### config.mk
export PLATFORM = sky130hd
export DESIGN_NAME = debug_visibility
export DESIGN_NICKNAME = d
export VERILOG_FILES = /design/src/hdl/debug_vis_pkg.sv /design/src/hdl/gp_echo_engine.sv /design/src/hdl/debug_visibility.sv
export SDC_FILE = /design/constraint.sdc
export NUM_CORES = 1
export LEC_CHECK = 0
export ABC_AREA = 0
export BUFFER_PORTS_ARGS = -buffer_cell sky130_fd_sc_hd__buf_2
export CORE_MARGIN = 3
export CORE_UTILIZATION = 40
export CTS_CLUSTER_DIAMETER = 30
export DETAILED_ROUTE_END_ITERATION = 10
export PLACE_DENSITY = 0.75
export SETUP_SLACK_MARGIN = 0.5
export SYNTH_ARGS = -nofsm -noshare
export SYNTH_HDL_FRONTEND = slang
export SYNTH_SLANG_ARGS = --single-unit
### constraint.sdc
create_clock -name clock -period 6.2 [get_ports clock]
set_clock_uncertainty 0.1 [all_clocks]
set_input_delay 1.55 -clock clock [delete_from_list [all_inputs] [get_ports clock]]
set_output_delay 1.55 -clock clock [all_outputs]
set_load 0.03 [all_outputs]
### src/hdl/debug_vis_pkg.sv
// Purpose: shared constants and types for the debug visibility block
// Assumes: byte-wide configuration registers at 12-bit offsets
// Notes:   all offsets, bit positions and reset values live here
package debug_vis_pkg;

	localparam int unsigned REG_ADDR_W = 12;
	localparam int unsigned REG_DATA_W = 8;

	// Register offsets
	localparam logic [11:0] ECC_OVERRIDE_OFFSET = 12'h023;
	localparam logic [11:0] SDRAM_BUF_OFFSET    = 12'h040;
	localparam logic [11:0] ARB_MODE_OFFSET     = 12'h070;
	localparam logic [11:0] ADDR_DECODE_OFFSET  = 12'h080;
	localparam logic [11:0] ECHO_OFFSET         = 12'hC00;
	localparam logic [11:0] RESET_CFG_OFFSET    = 12'hD72;
	localparam logic [11:0] RESET_STATUS_OFFSET = 12'hD74;
	// Violation address, four bytes, low byte first
	localparam logic [11:0] VIOL_ADDR_OFFSET    = 12'hD80;

	// Field positions
	localparam int unsigned CONCURRENT_ARB_BIT = 0;
	localparam int unsigned PERIPH_ECHO_BIT    = 0;
	localparam int unsigned WRITE_BUFFER_BIT   = 0;
	localparam int unsigned DEBUG_ENTRY_BIT    = 0;
	localparam int unsigned WP_IRQ_BIT         = 0;
	localparam int unsigned NX_CHECK_BIT       = 1;

	// Reset values
	localparam logic [7:0]  REG_RESET   = 8'h00;
	localparam logic [31:0] ADDR_RESET  = 32'h0000_0000;
	// Byte masks that make the SDRAM drop the write data
	localparam logic [3:0]  MASK_DISCARD = 4'hF;

	typedef struct packed {
		logic [11:0] addr;
		logic        write;
		logic        read;
		logic [7:0]  wdata;
	} reg_req_type;

	typedef struct packed {
		logic cpu;
		logic pci;
		logic dma;
	} bus_req_type;

	typedef struct packed {
		logic [15:0] addr;
		logic        rd;
		logic        wr;
		logic [15:0] data;
		logic        data_oe;
	} gp_bus_type;

	typedef enum logic [1:0] {
		OWN_NONE = 2'b00,
		OWN_CPU  = 2'b01,
		OWN_PCI  = 2'b11,
		OWN_DMA  = 2'b10
	} owner_type;

	typedef enum logic [1:0] {
		ECHO_IDLE   = 2'b00,
		ECHO_STROBE = 2'b01,
		ECHO_FINISH = 2'b11
	} echo_state_type;

endpackage

### src/hdl/gp_echo_engine.sv
// Purpose: mirrors internal peripheral accesses as general-purpose bus cycles
// Assumes: start is a one-cycle pulse per peripheral access
// Notes:   while disabled the native completion passes straight through
`timescale 1ns/1ps
module gp_echo_engine (
	input  wire logic                     clock,        // System clock
	input  wire logic                     reset,        // Async reset
	input  wire logic                     enable,       // Echo enabled
	input  wire logic                     start,        // Access start
	input  wire logic [15:0]              start_addr,   // Access address
	input  wire logic                     start_write,  // Access is write
	input  wire logic [15:0]              start_wdata,  // CPU write data
	input  wire logic [15:0]              periph_rdata, // Peripheral data
	input  wire logic                     native_done,  // Native completion
	input  wire logic [7:0]               cycle_clocks, // GP cycle length
	output logic                          done,         // Access complete
	output debug_vis_pkg::gp_bus_type     gp_bus        // Echoed GP cycle
);
	import debug_vis_pkg::*;

	typedef struct packed {
		echo_state_type state;
		logic [7:0]     count;
		gp_bus_type     bus;
	} echo_regs_type;

	echo_regs_type state_reg;
	echo_regs_type state_next;

	always_comb begin
		state_next = state_reg;
		unique case (state_reg.state)
			ECHO_IDLE: begin
				if (enable && start) begin
					state_next.state = ECHO_STROBE;
					state_next.count = cycle_clocks;
					state_next.bus.addr = start_addr;
					state_next.bus.rd = ~start_write;
					state_next.bus.wr = start_write;
					state_next.bus.data = start_write ? start_wdata : 16'h0000;
					state_next.bus.data_oe = 1'b1;
				end
			end
			ECHO_STROBE: begin
				// Read data follows the peripheral onto the data lines
				if (state_reg.bus.rd) begin
					state_next.bus.data = periph_rdata;
				end
				if (state_reg.count <= 8'h01) begin
					state_next.state = ECHO_FINISH;
				end else begin
					state_next.count = state_reg.count - 8'h01;
				end
			end
			ECHO_FINISH: begin
				state_next.state = ECHO_IDLE;
				state_next.bus.rd = 1'b0;
				state_next.bus.wr = 1'b0;
				state_next.bus.data_oe = 1'b0;
			end
			default: begin
				state_next.state = ECHO_IDLE;
			end
		endcase
	end

	always_ff @(posedge clock or posedge reset) begin
		if (reset) begin
			state_reg <= '0;
		end else begin
			state_reg <= state_next;
		end
	end

	// echo cycle timing
	assign done = enable ? (state_reg.state == ECHO_FINISH) : native_done;
	assign gp_bus = state_reg.bus;

endmodule

### src/hdl/debug_visibility.sv
// Purpose: debug aids programmed through byte-wide configuration registers
// Assumes: all request inputs are on the system clock
// Notes:   register reads answer one clock after the read strobe
`timescale 1ns/1ps
// Operation
// Reset leaves arbitration nonconcurrent until concurrent enable is set.
// Concurrent mode lets CPU-bus and PCI transactions run together.
// Nonconcurrent mode owns both buses before any transaction begins.
// A lone requester in nonconcurrent mode is granted with no delay.
// Echo enable mirrors peripheral accesses as general-purpose bus cycles.
// Echoed reads drive peripheral read data onto the bus data lines.
// With echo on, peripheral accesses last the programmed bus cycle time.
// Clearing write-buffer enable turns off write and read buffers.
// Debug entry bit sends the CPU to debug after each reset sequence.
// Cause of the latest reset is kept in a readable status register.
// Override check code replaces the generated ECC for the next write.
// Writes by any master to write-protected regions raise a violation.
// Violating writes reach SDRAM with all byte masks discarding data.
// First violating address is held until cleared; later ones are lost.
// Decode control enables violation interrupt and no-execute checks.
// Code fetch from a non-executable region raises a violation.
// Peripheral echo is off after reset.
// Write and read buffers are off after reset.
// Violation interrupt disabled and no protected regions after reset.
// Echo cycles carry the mirrored access's address and direction.
module debug_visibility (
	input  wire logic                      clock,            // 200 MHz
	input  wire logic                      reset,            // Async, high
	input  debug_vis_pkg::reg_req_type     reg_req,          // Reg access
	output logic [7:0]                     reg_rdata,        // Read data
	input  debug_vis_pkg::bus_req_type     bus_req,          // Bus requests
	output debug_vis_pkg::bus_req_type     bus_grant,        // Bus grants
	output logic                           both_buses_owned, // Lock both
	input  wire logic                      periph_start,     // Periph access
	input  wire logic [15:0]               periph_addr,      // Its address
	input  wire logic                      periph_write,     // Its direction
	input  wire logic [15:0]               periph_wdata,     // Write data
	input  wire logic [15:0]               periph_rdata,     // Read data
	input  wire logic                      periph_native_done, // Native end
	input  wire logic [7:0]                gp_cycle_clocks,  // GP timing
	output logic                           periph_done,      // Access end
	output debug_vis_pkg::gp_bus_type      gp_bus,           // Echo cycle
	output logic                           write_buffer_enable, // WB on
	output logic                           read_buffer_enable,  // RB on
	input  wire logic                      reset_seq_done,   // Pulse
	input  wire logic                      reset_cause_valid, // Pulse
	input  wire logic [7:0]                reset_cause,      // Source bits
	output logic                           debug_entry_request, // Pulse
	input  wire logic                      sdram_write_done, // Pulse
	output logic                           ecc_override_active, // Armed
	output logic [7:0]                     ecc_override_code, // Code
	input  wire logic                      mem_write_valid,  // Any master
	input  wire logic [31:0]               mem_write_addr,   // Write addr
	input  wire logic                      mem_write_protected, // Attr
	input  wire logic [3:0]                sdram_mask_in,    // Normal masks
	output logic [3:0]                     sdram_byte_masks, // To SDRAM
	output logic                           wp_violation,     // Pulse
	output logic                           wp_violation_irq, // Level
	input  wire logic                      fetch_valid,      // Code fetch
	input  wire logic                      fetch_non_exec,   // Attr
	output logic                           nx_violation      // Pulse
);
	import debug_vis_pkg::*;

	typedef struct packed {
		logic [7:0]  ecc_code;
		logic [7:0]  buf_ctl;
		logic [7:0]  arb_ctl;
		logic [7:0]  decode_ctl;
		logic [7:0]  echo_ctl;
		logic [7:0]  reset_cfg;
		logic [7:0]  reset_status;
		logic [31:0] viol_addr;
		logic        viol_held;
		logic        ecc_armed;
		owner_type   owner;
		logic        debug_entry;
		logic        wp_pulse;
		logic        nx_pulse;
		logic [7:0]  rdata;
	} state_type;

	state_type state_reg;
	state_type state_next;

	logic        concurrent;
	logic        echo_on;
	logic        wp_hit;
	logic        viol_clear;
	owner_type   pick;
	owner_type   owner_now;
	logic [7:0]  read_mux;

	assign concurrent = state_reg.arb_ctl[CONCURRENT_ARB_BIT];
	assign echo_on = state_reg.echo_ctl[PERIPH_ECHO_BIT];

	// protected write
	assign wp_hit = mem_write_valid & mem_write_protected;
	assign viol_clear = reg_req.write
		&& (reg_req.addr == VIOL_ADDR_OFFSET);

	// Fixed priority among requesters in nonconcurrent mode
	always_comb begin
		if (bus_req.cpu) begin
			pick = OWN_CPU;
		end else if (bus_req.pci) begin
			pick = OWN_PCI;
		end else if (bus_req.dma) begin
			pick = OWN_DMA;
		end else begin
			pick = OWN_NONE;
		end
	end

	// immediate grant
	always_comb begin
		unique case (state_reg.owner)
			OWN_CPU: owner_now = bus_req.cpu ? OWN_CPU : pick;
			OWN_PCI: owner_now = bus_req.pci ? OWN_PCI : pick;
			OWN_DMA: owner_now = bus_req.dma ? OWN_DMA : pick;
			OWN_NONE: owner_now = pick;
		endcase
	end

	always_comb begin
		if (concurrent) begin
			// buses run independently
			bus_grant.cpu = bus_req.cpu;
			bus_grant.pci = bus_req.pci;
			bus_grant.dma = bus_req.dma & ~bus_req.cpu;
			both_buses_owned = 1'b0;
		end else begin
			// one owner holds both buses
			bus_grant.cpu = (owner_now == OWN_CPU);
			bus_grant.pci = (owner_now == OWN_PCI);
			bus_grant.dma = (owner_now == OWN_DMA);
			both_buses_owned = (owner_now != OWN_NONE);
		end
	end

	always_comb begin
		unique case (reg_req.addr)
			ECC_OVERRIDE_OFFSET: read_mux = state_reg.ecc_code;
			SDRAM_BUF_OFFSET: read_mux = state_reg.buf_ctl;
			ARB_MODE_OFFSET: read_mux = state_reg.arb_ctl;
			ADDR_DECODE_OFFSET: read_mux = state_reg.decode_ctl;
			ECHO_OFFSET: read_mux = state_reg.echo_ctl;
			RESET_CFG_OFFSET: read_mux = state_reg.reset_cfg;
			RESET_STATUS_OFFSET: read_mux = state_reg.reset_status;
			VIOL_ADDR_OFFSET: read_mux = state_reg.viol_addr[7:0];
			VIOL_ADDR_OFFSET + 12'h001: read_mux = state_reg.viol_addr[15:8];
			VIOL_ADDR_OFFSET + 12'h002: read_mux = state_reg.viol_addr[23:16];
			VIOL_ADDR_OFFSET + 12'h003: read_mux = state_reg.viol_addr[31:24];
			default: read_mux = 8'h00;
		endcase
	end

	always_comb begin
		state_next = state_reg;
		state_next.wp_pulse = 1'b0;
		state_next.nx_pulse = 1'b0;
		state_next.debug_entry = 1'b0;
		state_next.owner = concurrent ? OWN_NONE : owner_now;

		if (reg_req.read) begin
			state_next.rdata = read_mux;
		end

		if (reg_req.write) begin
			unique case (reg_req.addr)
				ECC_OVERRIDE_OFFSET: begin
					state_next.ecc_code = reg_req.wdata;
					state_next.ecc_armed = 1'b1;
				end
				SDRAM_BUF_OFFSET: state_next.buf_ctl = reg_req.wdata;
				// concurrent enable
				ARB_MODE_OFFSET: state_next.arb_ctl = reg_req.wdata;
				// decode control
				ADDR_DECODE_OFFSET: state_next.decode_ctl = reg_req.wdata;
				ECHO_OFFSET: state_next.echo_ctl = reg_req.wdata;
				RESET_CFG_OFFSET: state_next.reset_cfg = reg_req.wdata;
				default: begin
				end
			endcase
		end

		// one write only; a new code written now stays armed
		if (sdram_write_done && state_reg.ecc_armed
			&& !(reg_req.write && reg_req.addr == ECC_OVERRIDE_OFFSET)) begin
			state_next.ecc_armed = 1'b0;
		end

		// latest reset cause
		if (reset_cause_valid) begin
			state_next.reset_status = reset_cause;
		end

		// debug after reset
		if (reset_seq_done && state_reg.reset_cfg[DEBUG_ENTRY_BIT]) begin
			state_next.debug_entry = 1'b1;
		end

		// first address held; a new hit beats a clear
		if (viol_clear) begin
			state_next.viol_held = 1'b0;
		end
		if (wp_hit) begin
			state_next.wp_pulse = 1'b1;
			if (!state_reg.viol_held || viol_clear) begin
				state_next.viol_addr = mem_write_addr;
				state_next.viol_held = 1'b1;
			end
		end

		// fetch check
		if (fetch_valid && fetch_non_exec
			&& state_reg.decode_ctl[NX_CHECK_BIT]) begin
			state_next.nx_pulse = 1'b1;
		end
	end

	// all controls clear at reset
	always_ff @(posedge clock or posedge reset) begin
		if (reset) begin
			state_reg.ecc_code <= REG_RESET;
			state_reg.buf_ctl <= REG_RESET;
			state_reg.arb_ctl <= REG_RESET;
			state_reg.decode_ctl <= REG_RESET;
			state_reg.echo_ctl <= REG_RESET;
			state_reg.reset_cfg <= REG_RESET;
			state_reg.reset_status <= REG_RESET;
			state_reg.viol_addr <= ADDR_RESET;
			state_reg.viol_held <= 1'b0;
			state_reg.ecc_armed <= 1'b0;
			state_reg.owner <= OWN_NONE;
			state_reg.debug_entry <= 1'b0;
			state_reg.wp_pulse <= 1'b0;
			state_reg.nx_pulse <= 1'b0;
			state_reg.rdata <= REG_RESET;
		end else begin
			state_reg <= state_next;
		end
	end

	assign reg_rdata = state_reg.rdata;

	// one bit gates both buffers
	assign write_buffer_enable = state_reg.buf_ctl[WRITE_BUFFER_BIT];
	assign read_buffer_enable = state_reg.buf_ctl[WRITE_BUFFER_BIT];

	assign debug_entry_request = state_reg.debug_entry;
	assign ecc_override_active = state_reg.ecc_armed;
	assign ecc_override_code = state_reg.ecc_code;

	// write forwarded, data dropped
	assign sdram_byte_masks = wp_hit ? MASK_DISCARD : sdram_mask_in;

	assign wp_violation = state_reg.wp_pulse;
	// interrupt gate
	assign wp_violation_irq = state_reg.viol_held
		& state_reg.decode_ctl[WP_IRQ_BIT];
	assign nx_violation = state_reg.nx_pulse;

	// echo engine
	gp_echo_engine echo (
		.clock        (clock),
		.reset        (reset),
		.enable       (echo_on),
		.start        (periph_start),
		.start_addr   (periph_addr),
		.start_write  (periph_write),
		.start_wdata  (periph_wdata),
		.periph_rdata (periph_rdata),
		.native_done  (periph_native_done),
		.cycle_clocks (gp_cycle_clocks),
		.done         (periph_done),
		.gp_bus       (gp_bus)
	);

endmodule

==> results of run 1 <==
[final cells by class]
class	instances	area (sq um)	area share, %
flip-flops and latches	148	3704	41.67
clock inverters	14	181.4	2.041
multi-input cells	392	3156	35.50
well taps	229	286.5	3.224
clock buffers	18	439.2	4.941
repair buffers	207	1046	11.77
inverters	19	76.32	0.8587
[cell usage in the layout, fill, tap and decap left out, types with 5 or more instances in the layout]
cell type,n
o21ai_0,44
and3b_1,8
dfrtp_1,148
buf_2,203
nor2_1,22
a21oi_1,14
mux2_1,29
clkbuf_16,17
mux2_2,75
a22oi_1,28
a22oi_2,5
nand2_1,46
nand2b_1,6
inv_1,17
o2bb2ai_1,6
nand4_1,8
and3_1,5
inv_6,6
[worst max path at each step]
stage,startpoint,endpoint,cells after the start
after floorplan,reset,concurrent,1
after global placement,bus_req[0],both_buses_owned,6
after detailed placement,bus_req[1],both_buses_owned,6
after CTS,bus_req[1],both_buses_owned,6
after global routing,bus_req[0],both_buses_owned,6
final,bus_req[0],both_buses_owned,6
[metal layers]
| layer | share of wire, % | track usage [%] | routed length (um) |
|---|---|---|---|
| met4 | 1.4 | 5.003 | 263 |
| met5 | 0 | 0 | 0 |
| met3 | 6.3 | 3.663 | 1190 |
| met1 | 45 | 26.56 | 8498 |
| met2 | 47 | 28.83 | 8849 |
[worst max-delay path: cells and delay by family]
kind	cells	cell delay, ps
buf+inv	2	300
mux	1	260
compound gates	1	80
simple gates	2	330
[power groups by stage]
stage          logic [mW]  registers, mW  clock network, mW
2_1_floorplan       0.274           1.10                  0
3_3_place_gp        0.340           1.11                  0
3_5_place_dp        0.346           1.12                  0
4_1_cts             0.347           1.10               1.10
5_1_grt             0.376           1.11               1.15
6_report            0.342           1.10               1.08
[cell families (layout without fill, tap and decap cells)]
kind of cell / Yosys count / count (layout)
fa+ha+maj: 2 / 2
compound gates: 140 / 140
mux: 109 / 109
simple gates: 141 / 141
flops: 148 / 148
buf+inv: 101 / 258
==> results.md, run 1 <==
* Post-synthesis xor/xnor area fraction at 0%
* Cts hold-fix bufs at 0
* Register share of total power at between 40% and 50%
* Hold path start: echo.gp_bus[8]
* Area Overhead vs Synth at 19.09%
* Clock Path Buffers at 2
* Total track usage at 18.52%
* Yosys top cell area share at 49.62%
* Initial antenna violation count at 0
* Mux cell area share after synthesis at 16.70%
* CP most frequent cell: buf_2
* Power per cell area at 284.1 nW/um^2
* Post-Synth Adder-Cell Area at 0.3353%
* Die height at roughly 140 um
* Post-synthesis async set-or-reset flop share at 100.0%
* Syn avg cell area at roughly 12 sq um
* Initial Util at 41.13%
* Max reg flops at 80
* Worst slack, placed at slightly above 2000 ps
* Vias in the first global route at roughly 5500
* RSZ-0062 raised after global routing: false
* Clock group share of total power at 42.8%
* Util after Layout at 48.98%
* Initial DRC count at 492
* Crit path max fanout at 4
* GRT overflow at 0
* Post-route cell area at 8889 sq um
* Yosys top cell by area: dfrtp_1
* DRC violations left at 0
* Fmax at 239.3 MHz
* Number of flops mapped to enable cells by yosys at 0
* Floorplan row count at 49
* WS Path Type: in -> out
* Final setup fails at 0
* HP Class: reg -> reg
* Total power at 2.526 mW
* Placed Cells at just under 1000
* Hold endpoint: echo.gp_bus[8]
* Min-Delay Path Depth at 2
* Placed cell area at 8268 sq um
* Clock transition at path regs at 60 ps
* ANT nets after route at 0
* Placer Congestion at 0.8742
* Register area share after synthesis at 49.62%
* Status: completed
* Simple-gate area share of the yosys netlist at 11.57%
* Period Utilization, post-route at 67.40%
* DR vias/cell at 5.435
* Total negative setup slack at 0 ps
* Reg-to-Reg End: echo.state_reg[38]
* Pleak at ~4.3 nW
* Vias at around 5600
* TritonCTS clock tree: built
* Number of port buffers at about 200
* Post-synth net total at 780
* Worst-Skew Late Latency at 420 ps
* Fin cells at 1027
* Post-cts gate resize count at 0
* Minimum clock period at 4179 ps
* Slew Limit Headroom at 30.34%
* CP startpoint kind: primary input
* Flop-to-flop setup slack at slightly below 4000 ps
* Crit-path cells: buf_2, mux2_2, nand2_1, a21oi_1, or2_2, buf_2
* Antenna Cells at 0
* Comb pwr share at 13.5%
* Final hold slack at approximately 370 ps
* Final hold violations at 0
* # Post-CTS Setup Buffers at 0
* Post-synthesis compound-gate area fraction at 13.56%
* Layout fillers at approximately 1700
* Number of H-tree levels at 4
* Root Buffer: clkbuf_16
* Mapped Cells at 641
* Synth Flop Type: dfrtp_1
* Yosys warnings at 0
* Share of cells above drive strength 1 at 42.98%
* Arrival @ worst endpoint at about 2500 ps
* CP max stage cell: or2_2
* Largest net degree at the start of global routing at 108
* Die W at 142.6 um
* WL final at 18800 um
* Worst slew pin tran at 1043 ps
* Dominant cells by area after synthesis: dfrtp_1 (50%), mux2_2 (11%), buf_4 (5.6%)
* Setup WS post-layout at 2021 ps
* CTS Buf Count at 17
* Dpl hpwl at 13960 um
* Drt first pass iters at 6
* Num Clock Sinks at ~150
* FF+latch count, synth at 148
* Slowest Stage Delay on Critical Path at 270 ps
* Peak supply drop at roughly 0.16 mV
* IO Pins at 204
* P_int at 1.803 mW
* Core area at 18150 sq um
* Crit. End Element: output pin
* Most common cell in the netlist: dfrtp_1
* Worst R2R Path Depth at 5
* Final nets at 924
* Worst Path Required at 4550 ps
* Max-slew violations at 0
* Main combinational cell family by area after synthesis: multiplexers
* Sw Ratio at 28.62%
* Synth cell count leaders: dfrtp_1 (148), mux2_2 (75), buf_4 (56), nand2_1 (46), o21ai_0 (45)
* NetSw at 0.7229 mW
* First-pass GRT wire length at 29680 um
* Max-cap violations at 0
* Die area at 20330 sq um
* Drt wl/cell at 18.31 um
* RR Startpoint: echo.state_reg[39]
* Mapped Area at 7463 sq um
* Synth unique cells at 67
Note: power is estimated with default switching activity, not from simulation.
==> run 2: changes to the inputs <==
PLACE_DENSITY = 0.77   (was 0.75)
clock period = 3.5 ns   (was 6.2 ns; I/O delays follow)
==> run 2 against run 1 <==
Utilization is 0.31 points higher. Global-route usage is 0.27 points higher. Clock power is 63% higher. Sequential share of layout area is 0.26 points lower. Count of clock-buffer cells in the layout is 1 higher. Setup slack worse by 1400 ps. Critical endpoint unchanged.
==> results.md, run 2 (synthesized netlist as in run 1, its figures left out) <==
* Status: completed
* WL final at 19190 um (+2.1%)
* Dpl hpwl at 14280 um (+2.3%)
* IO Pins at 204 (unchanged)
* CTS Buf Count at 17 (unchanged)
* Fin cells at 1039 (+1.2%)
* Drt first pass iters at 5 (-1)
* Register area at 3704 sq um (unchanged)
* Area Overhead vs Synth at 19.85%
* CP startpoint kind: primary input
* WS Path Type: in -> out
* Power per cell area at 484.2 nW/um^2 (+70%)
* RSZ-0062 raised after global routing: false
* Layout fillers at 1654 (+0.24%)
* DRC violations left at 0 (unchanged)
* # Post-CTS Setup Buffers at 0 (unchanged)
* Max-slew violations at 0 (unchanged)
* Drt wl/cell at 18.47 um (+0.89%)
* Vias at 5687 (+1.9%)
* Root Buffer: clkbuf_16
* Largest net degree at the start of global routing at 126 (+17%)
* Number of H-tree levels at 4 (unchanged)
* Max-cap violations at 0 (unchanged)
* Worst Path Required at 2520 ps (-2030 ps)
* Final hold violations at 0 (unchanged)
* Crit path max fanout at 4 (unchanged)
* Commonest non-fill, non-tap cell in the layout: buf_2
* Pleak at 4.343 nW (+0.56%)
* Worst slew pin tran at 1052 ps (+9.709 ps)
* Total track usage at 18.79% (+0.27 points)
* GRT overflow at 0 (unchanged)
* Util after Layout at 49.29% (+0.31 points)
* Final nets at 935 (+1.2%)
* Core area at 18150 sq um (unchanged)
* Minimum clock period at between 2000 and 3000 ps
* Initial Util at 41.13% (unchanged)
* Cts hold-fix bufs at 0 (unchanged)
* Arrival @ worst endpoint at 1870 ps (-660 ps)
* Placed Cells at 1006 (+1.1%)
* Fmax at approximately 350 MHz
* Vias in the first global route at 5601 (+2.2%)
* Die height at 142.6 um (unchanged)
* Initial antenna violation count at 1 (+1)
* DR vias/cell at 5.474 (+0.70%)
* Final setup fails at 0 (unchanged)
* Post-cts gate resize count at 0 (unchanged)
* Share of cells above drive strength 1 at 43.63% (+0.65 points)
* Die area at 20330 sq um (unchanged)
* Floorplan row count at 49 (unchanged)
* Total negative setup slack at 0 ps (unchanged)
* Peak supply drop at 0.3353 mV (+110%)
* Clock transition at path regs at 60 ps (about the same)
* Placer Congestion at 0.8820 (+0.89%)
* Worst-Skew Late Latency at 420 ps (about the same)
* ANT nets after route at 0 (unchanged)
* Period Utilization, post-route at between 80% and 90%
* Number of port buffers at 203 (unchanged)
* Max reg flops at 80 (unchanged)
* HP Class: reg -> reg
* TritonCTS clock tree: built
* Crit. End Element: output pin
* Clock Path Buffers at 2 (unchanged)
* Multi-input logic area at 3156 sq um (unchanged)
* First-pass GRT wire length at 29860 um (+0.63%)
* Initial DRC count at 382 (-22%)
* Die W at 142.6 um (unchanged)
* Num Clock Sinks at 148 (unchanged)
* Commonest non-fill, non-tap cells in the layout: buf_2 (203), dfrtp_1 (148), mux2_2 (75)
* Slew Limit Headroom at 29.84% (-0.50 points)
==> run 2: worst paths after layout <==
path	slack, ps	from	to	cells past startpoint
max	660	bus_req[1]	both_buses_owned	6
min	370	echo.gp_bus[1]	echo.gp_bus[1]	2
max reg2reg	1430	echo.state_reg[43]	echo.gp_bus[6]	5
min reg2reg	370	echo.gp_bus[1]	echo.gp_bus[1]	2
max in group asynchronous	2210	reset	echo.gp_bus[26]	3
min in group asynchronous	460	reset	echo.gp_bus[11]	3
==> run 2: stage by stage <==
stage / hold slack [ps] / power (mW) / setup slack, ps / instance area [sq um]
after detailed placement: 364.8 / 2.602 / 513.2 / 8374
after floorplan: 349.2 / 2.432 / 664.0 / 7467
after global placement: 357.7 / 2.578 / 558.3 / 8374
final: 373.8 / 4.331 / 655.2 / 8945
after CTS: 379.3 / 4.392 / 654.7 / 8942
after global routing: 400.6 / 4.524 / 615.5 / 8942
==> run 2: routing by layer <==
metal / GRT usage [%] / share of wire, %
met1: 26.31 / 44
met2: 28.76 / 47
met3: 4.805 / 7.4
met4: 5.953 / 1.6
met5: 0 / 0.068
==> run 2: area by class of cell <==
type,count,share of cell area [%]
clock inverters,13,1.399
well taps,229,3.203
inverters,19,0.8393
clock buffers,19,4.952
repair buffers,218,12.90
flip-flops and latches,148,41.40
multi-input cells,392,35.28
diodes,1,0.02798
==> run 2: report_power, final <==
group | switching (mW) | leakage (nW) | internal [mW]
sequential | 0.0871 | 1.95 | 1.86
combinational | 0.389 | 2.12 | 0.232
clock | 0.756 | 0.268 | 1.01
==> run 2: worst max-delay path, cell delays in order <==
cell	delay, ps
buf_2	120
mux2_2	270
nand2_1	70
a21oi_1	80
or2_2	280
buf_2	180
